### config.mk
export PLATFORM = sky130hd
export DESIGN_NAME = gpio_port
export DESIGN_NICKNAME = d
export VERILOG_FILES = /design/src/core/pin_sync_edge.v /design/src/core/gpio_port.v
export VERILOG_INCLUDE_DIRS = /design/src /design/src/pkg
export SDC_FILE = /design/constraint.sdc
export NUM_CORES = 1
export LEC_CHECK = 0
export ABC_CLOCK_PERIOD_IN_PS = 2600
export BUFFER_PORTS_ARGS = -buffer_cell sky130_fd_sc_hd__buf_2
export CORE_ASPECT_RATIO = 1.25
export CORE_MARGIN = 4
export CORE_UTILIZATION = 50
export DETAILED_ROUTE_END_ITERATION = 8
export MAX_ROUTING_LAYER = met4
export PLACE_DENSITY = 0.76
export SLEW_MARGIN = 20
export SYNTH_ARGS = -nofsm -noshare
export SYNTH_HDL_FRONTEND = slang
export SYNTH_SLANG_ARGS = --single-unit
### constraint.sdc
create_clock -name CLK_SYS -period 2.6 [get_ports CLK_SYS]
set_input_delay 0 -clock CLK_SYS [delete_from_list [all_inputs] [get_ports CLK_SYS]]
set_output_delay 0 -clock CLK_SYS [all_outputs]
set_load 0.1 [all_outputs]
### src/pkg/gpio_port_defines.vh
// Notes on behaviour
// - Six general purpose pins, one bit each in every port register.
// - Writing one to an output-high bit drives that pin output high.
// - Zero bits written to the output-high register leave outputs unchanged.
// - Writing one to an output-low bit drives output low; zero does nothing.
// - Pin-level monitor reads present pin levels; writes to it are ignored.
// - Direction bit zero means input, one means output; all clear on reset.
// - Edge-seen flags hold, per pin, that an enabled edge was detected.
// - Rising-edge enable bit one makes low-to-high transitions detected.
// - Falling-edge enable bit one makes high-to-low transitions detected.
// - Every detected enabled edge sets that pin's edge-seen flag.
// - Function-select zero routes pin to alternate function, one to I/O.
// - After power-up reset every pin is an input; pins 0-3 select I/O, pins 4 and 5 the alternate function.
// - Internal power-on reset holds the block in reset until I/O supply valid.
`ifndef GPIO_PORT_DEFINES_VH
`define GPIO_PORT_DEFINES_VH

`define ADDR_OUTPUT_HIGH_WRITE    8'h10
`define ADDR_OUTPUT_LOW_WRITE     8'h11
`define ADDR_PIN_LEVEL_MONITOR    8'h12
`define ADDR_PIN_DIRECTION        8'h13
`define ADDR_EDGE_SEEN_FLAGS      8'h14
`define ADDR_RISING_EDGE_ENABLE   8'h15
`define ADDR_FALLING_EDGE_ENABLE  8'h16
`define ADDR_PIN_FUNCTION_SELECT  8'h17

`define RST_OUTPUT_LEVEL          8'h00
`define RST_PIN_DIRECTION         8'h00
`define RST_EDGE_ENABLE           8'h00
`define RST_EDGE_FLAGS            8'h00
`define RST_PIN_FUNCTION_SELECT   8'h0f

`define PIN_COUNT                 6

`endif

### src/core/pin_sync_edge.v
`timescale 1ns/100ps
`default_nettype none

module pin_sync_edge #(
    parameter WIDTH = 6
) (
    input  wire             clk,
    input  wire             rst,
    input  wire [WIDTH-1:0] pin_async,
    output reg  [WIDTH-1:0] level_q,
    output reg  [WIDTH-1:0] prev_q
);

    reg [WIDTH-1:0] meta_q;

    // Two-stage synchroniser, then one more stage for edge history
    always @(posedge clk) begin
        if (rst) begin
            meta_q  <= {WIDTH{1'b0}};
            level_q <= {WIDTH{1'b0}};
            prev_q  <= {WIDTH{1'b0}};
        end else begin
            meta_q  <= pin_async;
            level_q <= meta_q;
            prev_q  <= level_q;
        end
    end

endmodule

`default_nettype wire

### src/core/gpio_port.v
`timescale 1ns/100ps
`default_nettype none
`include "gpio_port_defines.vh"

module gpio_port #(
    parameter NPIN = `PIN_COUNT
) (
    input  wire            CLK_SYS,
    input  wire            RST,
    input  wire            POR_SUPPLY_VALID,
    input  wire            REG_WR,
    input  wire            REG_RD,
    input  wire [7:0]      REG_ADDR,
    input  wire [7:0]      REG_WDATA,
    output reg  [7:0]      REG_RDATA,
    output reg             REG_RVALID,
    input  wire [NPIN-1:0] PIN_IN,
    output reg  [NPIN-1:0] PIN_OUT,
    output reg  [NPIN-1:0] PIN_OE,
    output reg  [NPIN-1:0] PIN_GPIO_MODE
);

    ////////////////////////////////////////////////////////////////////////////////
    // Reset: external reset or supply not yet valid

    reg            sup_meta_q;
    reg            sup_ok_q;
    wire           rst_all;

    always @(posedge CLK_SYS) begin
        if (RST) begin
            sup_meta_q <= 1'b0;
            sup_ok_q   <= 1'b0;
        end else begin
            sup_meta_q <= POR_SUPPLY_VALID;
            sup_ok_q   <= sup_meta_q;
        end
    end

    assign rst_all = RST | ~sup_ok_q;

    ////////////////////////////////////////////////////////////////////////////////
    // Pin input synchronisation

    wire [NPIN-1:0] level_now;
    wire [NPIN-1:0] level_prev;

    pin_sync_edge #(
        .WIDTH (NPIN)
    ) u_sync (
        .clk       (CLK_SYS),
        .rst       (rst_all),
        .pin_async (PIN_IN),
        .level_q   (level_now),
        .prev_q    (level_prev)
    );

    ////////////////////////////////////////////////////////////////////////////////
    // Registers

    reg  [NPIN-1:0] out_q;
    reg  [NPIN-1:0] out_d;
    reg  [NPIN-1:0] dir_q;
    reg  [NPIN-1:0] rise_en_q;
    reg  [NPIN-1:0] fall_en_q;
    reg  [NPIN-1:0] func_q;
    reg  [NPIN-1:0] flags_q;
    reg  [NPIN-1:0] flags_d;
    reg  [NPIN-1:0] edge_hit;
    reg  [NPIN-1:0] clr_mask;
    reg  [7:0]      rdata_d;
    reg  [1:0]      fill_q;

    localparam [7:0] RST_OUT   = `RST_OUTPUT_LEVEL;
    localparam [7:0] RST_DIR   = `RST_PIN_DIRECTION;
    localparam [7:0] RST_EDGE  = `RST_EDGE_ENABLE;
    localparam [7:0] RST_FLAGS = `RST_EDGE_FLAGS;
    localparam [7:0] RST_FUNC  = `RST_PIN_FUNCTION_SELECT;

    wire wr_high  = REG_WR && (REG_ADDR == `ADDR_OUTPUT_HIGH_WRITE);
    wire wr_low   = REG_WR && (REG_ADDR == `ADDR_OUTPUT_LOW_WRITE);
    wire wr_dir   = REG_WR && (REG_ADDR == `ADDR_PIN_DIRECTION);
    wire wr_flags = REG_WR && (REG_ADDR == `ADDR_EDGE_SEEN_FLAGS);
    wire wr_rise  = REG_WR && (REG_ADDR == `ADDR_RISING_EDGE_ENABLE);
    wire wr_fall  = REG_WR && (REG_ADDR == `ADDR_FALLING_EDGE_ENABLE);
    wire wr_func  = REG_WR && (REG_ADDR == `ADDR_PIN_FUNCTION_SELECT);
    // Edge history is valid only once the synchroniser has refilled after reset
    wire hist_ok  = (fill_q == 2'd3);

    // Output level update: set and clear writes touch only their one bits
    always @* begin
        out_d = out_q;
        if (wr_high) begin
            out_d = out_q | REG_WDATA[NPIN-1:0];
        end else if (wr_low) begin
            out_d = out_q & ~REG_WDATA[NPIN-1:0];
        end
    end

    // Per-pin edge detection and flag update
    genvar g;
    generate
        for (g = 0; g < NPIN; g = g + 1) begin : g_edge
            always @* begin
                edge_hit[g] = hist_ok
                            & ((rise_en_q[g] & level_now[g] & ~level_prev[g])
                            | (fall_en_q[g] & ~level_now[g] & level_prev[g]));
                clr_mask[g] = wr_flags & REG_WDATA[g];
                if (edge_hit[g]) begin
                    flags_d[g] = 1'b1;
                end else if (clr_mask[g]) begin
                    flags_d[g] = 1'b0;
                end else begin
                    flags_d[g] = flags_q[g];
                end
            end
        end
    endgenerate

    always @(posedge CLK_SYS) begin
        if (rst_all) begin
            out_q     <= RST_OUT[NPIN-1:0];
            dir_q     <= RST_DIR[NPIN-1:0];
            rise_en_q <= RST_EDGE[NPIN-1:0];
            fall_en_q <= RST_EDGE[NPIN-1:0];
            func_q    <= RST_FUNC[NPIN-1:0];
            flags_q   <= RST_FLAGS[NPIN-1:0];
            fill_q    <= 2'd0;
        end else begin
            out_q   <= out_d;
            flags_q <= flags_d;
            if (!hist_ok) begin
                fill_q <= fill_q + 2'd1;
            end
            if (wr_dir) begin
                dir_q <= REG_WDATA[NPIN-1:0];
            end
            if (wr_rise) begin
                rise_en_q <= REG_WDATA[NPIN-1:0];
            end
            if (wr_fall) begin
                fall_en_q <= REG_WDATA[NPIN-1:0];
            end
            if (wr_func) begin
                func_q <= REG_WDATA[NPIN-1:0];
            end
        end
    end

    ////////////////////////////////////////////////////////////////////////////////
    // Read path; monitor register has no write decode

    always @* begin
        rdata_d = 8'h00;
        if (REG_ADDR == `ADDR_OUTPUT_HIGH_WRITE) begin
            rdata_d[NPIN-1:0] = out_q;
        end else if (REG_ADDR == `ADDR_OUTPUT_LOW_WRITE) begin
            // Both set and clear addresses read back the output levels
            rdata_d[NPIN-1:0] = out_q;
        end else if (REG_ADDR == `ADDR_PIN_LEVEL_MONITOR) begin
            rdata_d[NPIN-1:0] = level_now;
        end else if (REG_ADDR == `ADDR_PIN_DIRECTION) begin
            rdata_d[NPIN-1:0] = dir_q;
        end else if (REG_ADDR == `ADDR_EDGE_SEEN_FLAGS) begin
            rdata_d[NPIN-1:0] = flags_q;
        end else if (REG_ADDR == `ADDR_RISING_EDGE_ENABLE) begin
            rdata_d[NPIN-1:0] = rise_en_q;
        end else if (REG_ADDR == `ADDR_FALLING_EDGE_ENABLE) begin
            rdata_d[NPIN-1:0] = fall_en_q;
        end else if (REG_ADDR == `ADDR_PIN_FUNCTION_SELECT) begin
            rdata_d[NPIN-1:0] = func_q;
        end
    end

    always @(posedge CLK_SYS) begin
        if (rst_all) begin
            REG_RDATA     <= 8'h00;
            REG_RVALID    <= 1'b0;
            PIN_OUT       <= {NPIN{1'b0}};
            PIN_OE        <= {NPIN{1'b0}};
            PIN_GPIO_MODE <= RST_FUNC[NPIN-1:0];
        end else begin
            REG_RVALID    <= REG_RD;
            if (REG_RD) begin
                REG_RDATA <= rdata_d;
            end
            PIN_OUT       <= out_d;
            PIN_OE        <= dir_q & func_q;
            PIN_GPIO_MODE <= func_q;
        end
    end

endmodule

`default_nettype wire

After elaboration in Yosys (flattened, before gate mapping)
Index checks and enable logic that the tools add are counted.
- register bits after elaboration: 77
- word-level logic and storage cells: 127
- output and inout port bits: 27
- eq/ne operators: 9
- bitwise logic cells: 60
- $add $sub $neg: 1
- multiplexer cells: 22
- reductions and logical operators: 14
- operators with widths (operator ; count):
    equality test 8 x 5 -> 1 bit (second input constant) ; 8
    two-way mux 6 bit ; 10
    bitwise AND 1 bit ; 36
    nonzero test 2 bit ; 7
    NOT 1 bit ; 13
    bitwise AND 6 bit ; 2
    two-way mux 1 bit ; 12
    logical AND 1 bit ; 7
    bitwise OR 1 bit ; 7
    NOT 6 bit ; 1
    bitwise OR 6 bit ; 1
    adder 2 x 1 -> 2 bit (second input constant) ; 1
    equality test 2 bit (second input constant) ; 1

Depth between registers and ports, before layout
- depth after elaboration: 9
- gate-level depth with buffers: 6
- depth with buffers taken out: 4

Modules after synthesis
From an unflattened synthesis, not the netlist that was laid out.
- cell total of the unflattened synthesis: 318
- area total of the unflattened synthesis: 3046.7 sq um
- modules (own cells, without submodules) (module ; area an instance (sq um) ; instances ; cells each ; sequential area each (sq um)):
    gpio_port ; 2557.5 ; 1 ; 281 ; 1181.1
    pin_sync_edge ; 489.2 ; 1 ; 37 ; 360.3

Worst setup path after synthesis
Ideal clock, no wire load.
- kind: reg2reg
- start: register with a tool-made name
- end: register REG_RDATA[0]
- clock period less this slack: 1.565 ns
- setup slack: 1.035 ns
- arrival time: 1.473 ns
- library setup time: 0.092 ns
- cell stages (with the launch flop): 4
- cell sequence: dfxtp_1 nor2b_1 a211oi_1 o32ai_1
- RTL lines (what ; RTL line ; source):
    to (signal assigned) ; gpio_port.v:185 ; REG_RDATA <= rdata_d;
    to (decl) ; gpio_port.v:15 ; output reg [7:0] REG_RDATA,

Final worst setup path
- start: input port RST
- end: register flags_q[4]
- word-level cells in the longest chain between the ends: 1
- RTL lines (what ; RTL line ; source):
    from (decl) ; gpio_port.v:9 ; input wire RST,
    bitwise OR 1 bit ; gpio_port.v:40 ; assign rst_all = RST | ~sup_ok_q;
    to (signal assigned) ; gpio_port.v:127 ; flags_q <= RST_FLAGS[NPIN-1:0];
    to (signal assigned) ; gpio_port.v:131 ; flags_q <= flags_d;
    to (decl) ; gpio_port.v:67 ; reg [NPIN-1:0] flags_q;
Every way passes these cells.
A chain may end at the register's enable or synchronous reset.

==> results.json <==
{
  "setup_violations": 0,
  "drt_iter0_drc": 141,
  "cp-start-kind": "primary input",
  "synth_top_flop_cell": "dfxtp_1",
  "met3_usage_pct": 2.622,
  "grt_setup_unrepaired": "no",
  "syn_area_per_cell_um2": 9.945,
  "vias": 2478,
  "firstDrtPassIters": 4,
  "place.gp.congestion": 0.8900,
  "timing.hold.ws_ns": 0.02164,
  "ys_seq_elements": 77,
  "synth.area.top_cells": "dfxtp_1 50%, mux2i_1 4.9%, mux4_2 4.4%",
  "skew_ns": 0.006969,
  "critical_path_class": "primary input to flip-flop",
  "cts_sinks": 77,
  "leakage_nw": 1.523,
  "relSlewSlack_pct": 26.09,
  "placed_cells": 423,
  "globalRouteMet1Util_pct": 24.84,
  "track_usage_pct": 19.69,
  "clkTransAtPathRegs_ns": 0.07,
  "place_ws_ns": 0.7230,
  "place_hpwl_um": 4599,
  "grt_pass1_vias": 2292,
  "wl_per_cell_um": 15.00,
  "drc_errors": 0,
  "grt_max_degree": 39,
  "syn_inst": 311,
  "report.power.total_mw": 2.094,
  "synth_cell_types": 39,
  "io_pins": 54,
  "cp.arrival_ns": 1.86,
  "place_area_mm2": 0.003371,
  "clk_path_buf_depth": 2,
  "maxSlewViolCount": 0,
  "drt_wl_total_um": 6765,
  "fp.dieH_um": 95.94,
  "numCtsBuffers": 9,
  "hold_path_class": "primary input to flip-flop",
  "synth_top_area_share_pct": 49.84,
  "num_antenna_cells": 0,
  "antenna_left": 0,
  "hold_viol": 0,
  "die_w_um": 78.35,
  "fp.dieArea_mm2": 0.007516,
  "grt_pass1_wl_um": 11150,
  "cts_tree": "built",
  "rows": 31,
  "grt_util_met2_pct": 30.43,
  "p_per_area_mw_per_mm2": 569.6,
  "required_ns": 2.82,
  "cts-resized-gates": 0,
  "instances_no_fill": 451,
  "synth_most_common_cell": "dfxtp_1",
  "ys_seq_area_share_pct": 49.84,
  "min_period_ns": 1.640,
  "holdBufCountCts": 14,
  "critical_path.max_fanout": 27,
  "grt-ovfl-total": 0,
  "fin_setup_tns_ns": 0,
  "synth_edf_count": 0,
  "status": "completed",
  "cts-root-buf": "clkbuf_8",
  "fin_util_pct": 62.35,
  "clk_latency_ns": 0.34,
  "top_usage_layer": "met2",
  "post_cts_buffers": 0,
  "synth_top_area_cell": "dfxtp_1",
  "syn_area_mm2": 0.003093,
  "setup_ws_ns": 0.9601,
  "fin_nets": 394,
  "vias_per_cell": 5.494,
  "synth.yosys.warnings": 0,
  "finalInstanceArea_mm2": 0.003676,
  "initial_core_util_pct": 52.46,
  "synthTopCellsByCount": "77 x dfxtp_1, 23 x nand2_1, 21 x and2_1",
  "core_area_mm2": 0.005896,
  "cts_max_level": 3,
  "crit_path_end_kind": "flip-flop",
  "synthToLayoutAreaGrowth_pct": 18.85,
  "port_buffers": 49,
  "maxCapViolations": 0,
  "antenna_found_initial": 0,
  "clock.fmax_mhz": 609.8,
  "async_flop_share_pct": 0,
  "ir_drop_mv": 0.2762,
  "worst_slew_pin_slew_ns": 1.109,
  "timing.final.crit_share_pct": 63.07,
  "drive_gt1_share_pct": 21.14
}
## cells in the final DEF (no fill, tap or decap), drive strengths merged, types with 2 or more instances in the layout
master / count
or3b: 2
o31ai: 8
nor2b: 14
nand3: 13
and3: 6
mux4: 6
o211a: 2
nor4: 2
o21ai: 11
o41ai: 6
nand2: 23
nand4: 3
inv: 7
dfxtp: 77
a22oi: 6
a31oi: 4
buf: 52
a211oi: 5
o32ai: 4
dlygate4sd3: 14
nor2: 12
nor3: 2
nand3b: 6
clkinv: 2
a21o: 4
clkbuf: 12
nand2b: 5
conb: 2
mux2i: 15
a21oi: 12
and2: 22
a311oi: 4
## layer usage
metal	up-vias	part of all wire (%)	wire length, µm
met2	82	47	3182
met1	1159	45	3066
met4	0	1.9	126
li1	1227	-	-
met5	-	0	0
met3	10	5.8	390
## logic make-up after synthesis
logic type	count (synthesis)	synth area share [%]
buf+inv	30	4.045
fa+ha+maj	1	0.4045
xor+xnor	1	0.2832
mux	21	9.223
flops	77	49.84
other cells	1	0.1212
compound gates	67	14.93
simple gates	113	21.16
## cell type report
type / instances / area, µm²
fillers: 502 / 2220
flip-flops and latches: 77 / 1541
multi-input cells: 205 / 1433
repair buffers: 66 / 407.9
clock buffers: 12 / 155.1
well taps: 82 / 102.6
inverters: 7 / 26.28
clock inverters: 2 / 10.01
## power breakdown
part	internal, mW	switching (mW)	total, mW
Combinational	0.0470	0.0780	0.125
Clock	0.386	0.399	0.785
Sequential	1.18	0.00128	1.18
Total	1.62	0.478	2.09
## worst paths after layout
kind / from / end / slack [ns] / cells past startpoint
min: REG_RD / REG_RDATA[3]$_SDFFE_PP0P_ / 0.02 / 2
max: RST / flags_q[4]$_SDFFE_PP0P_ / 0.96 / 5
max reg2reg: sup_ok_q$_SDFF_PP0_ / flags_q[4]$_SDFFE_PP0P_ / 1.04 / 3
min reg2reg: u_sync.meta_q[1]$_SDFF_PP0_ / u_sync.level_q[1]$_SDFF_PP0_ / 0.43 / 1
## worst max-delay path, stage by stage
cell and delay (ns):
dlygate4sd3_1 0.52, buf_2 0.13, nand2b_1 0.85, buf_4 0.30
a21oi_1 0.05
No activity file was read; power rests on OpenSTA's default activity.
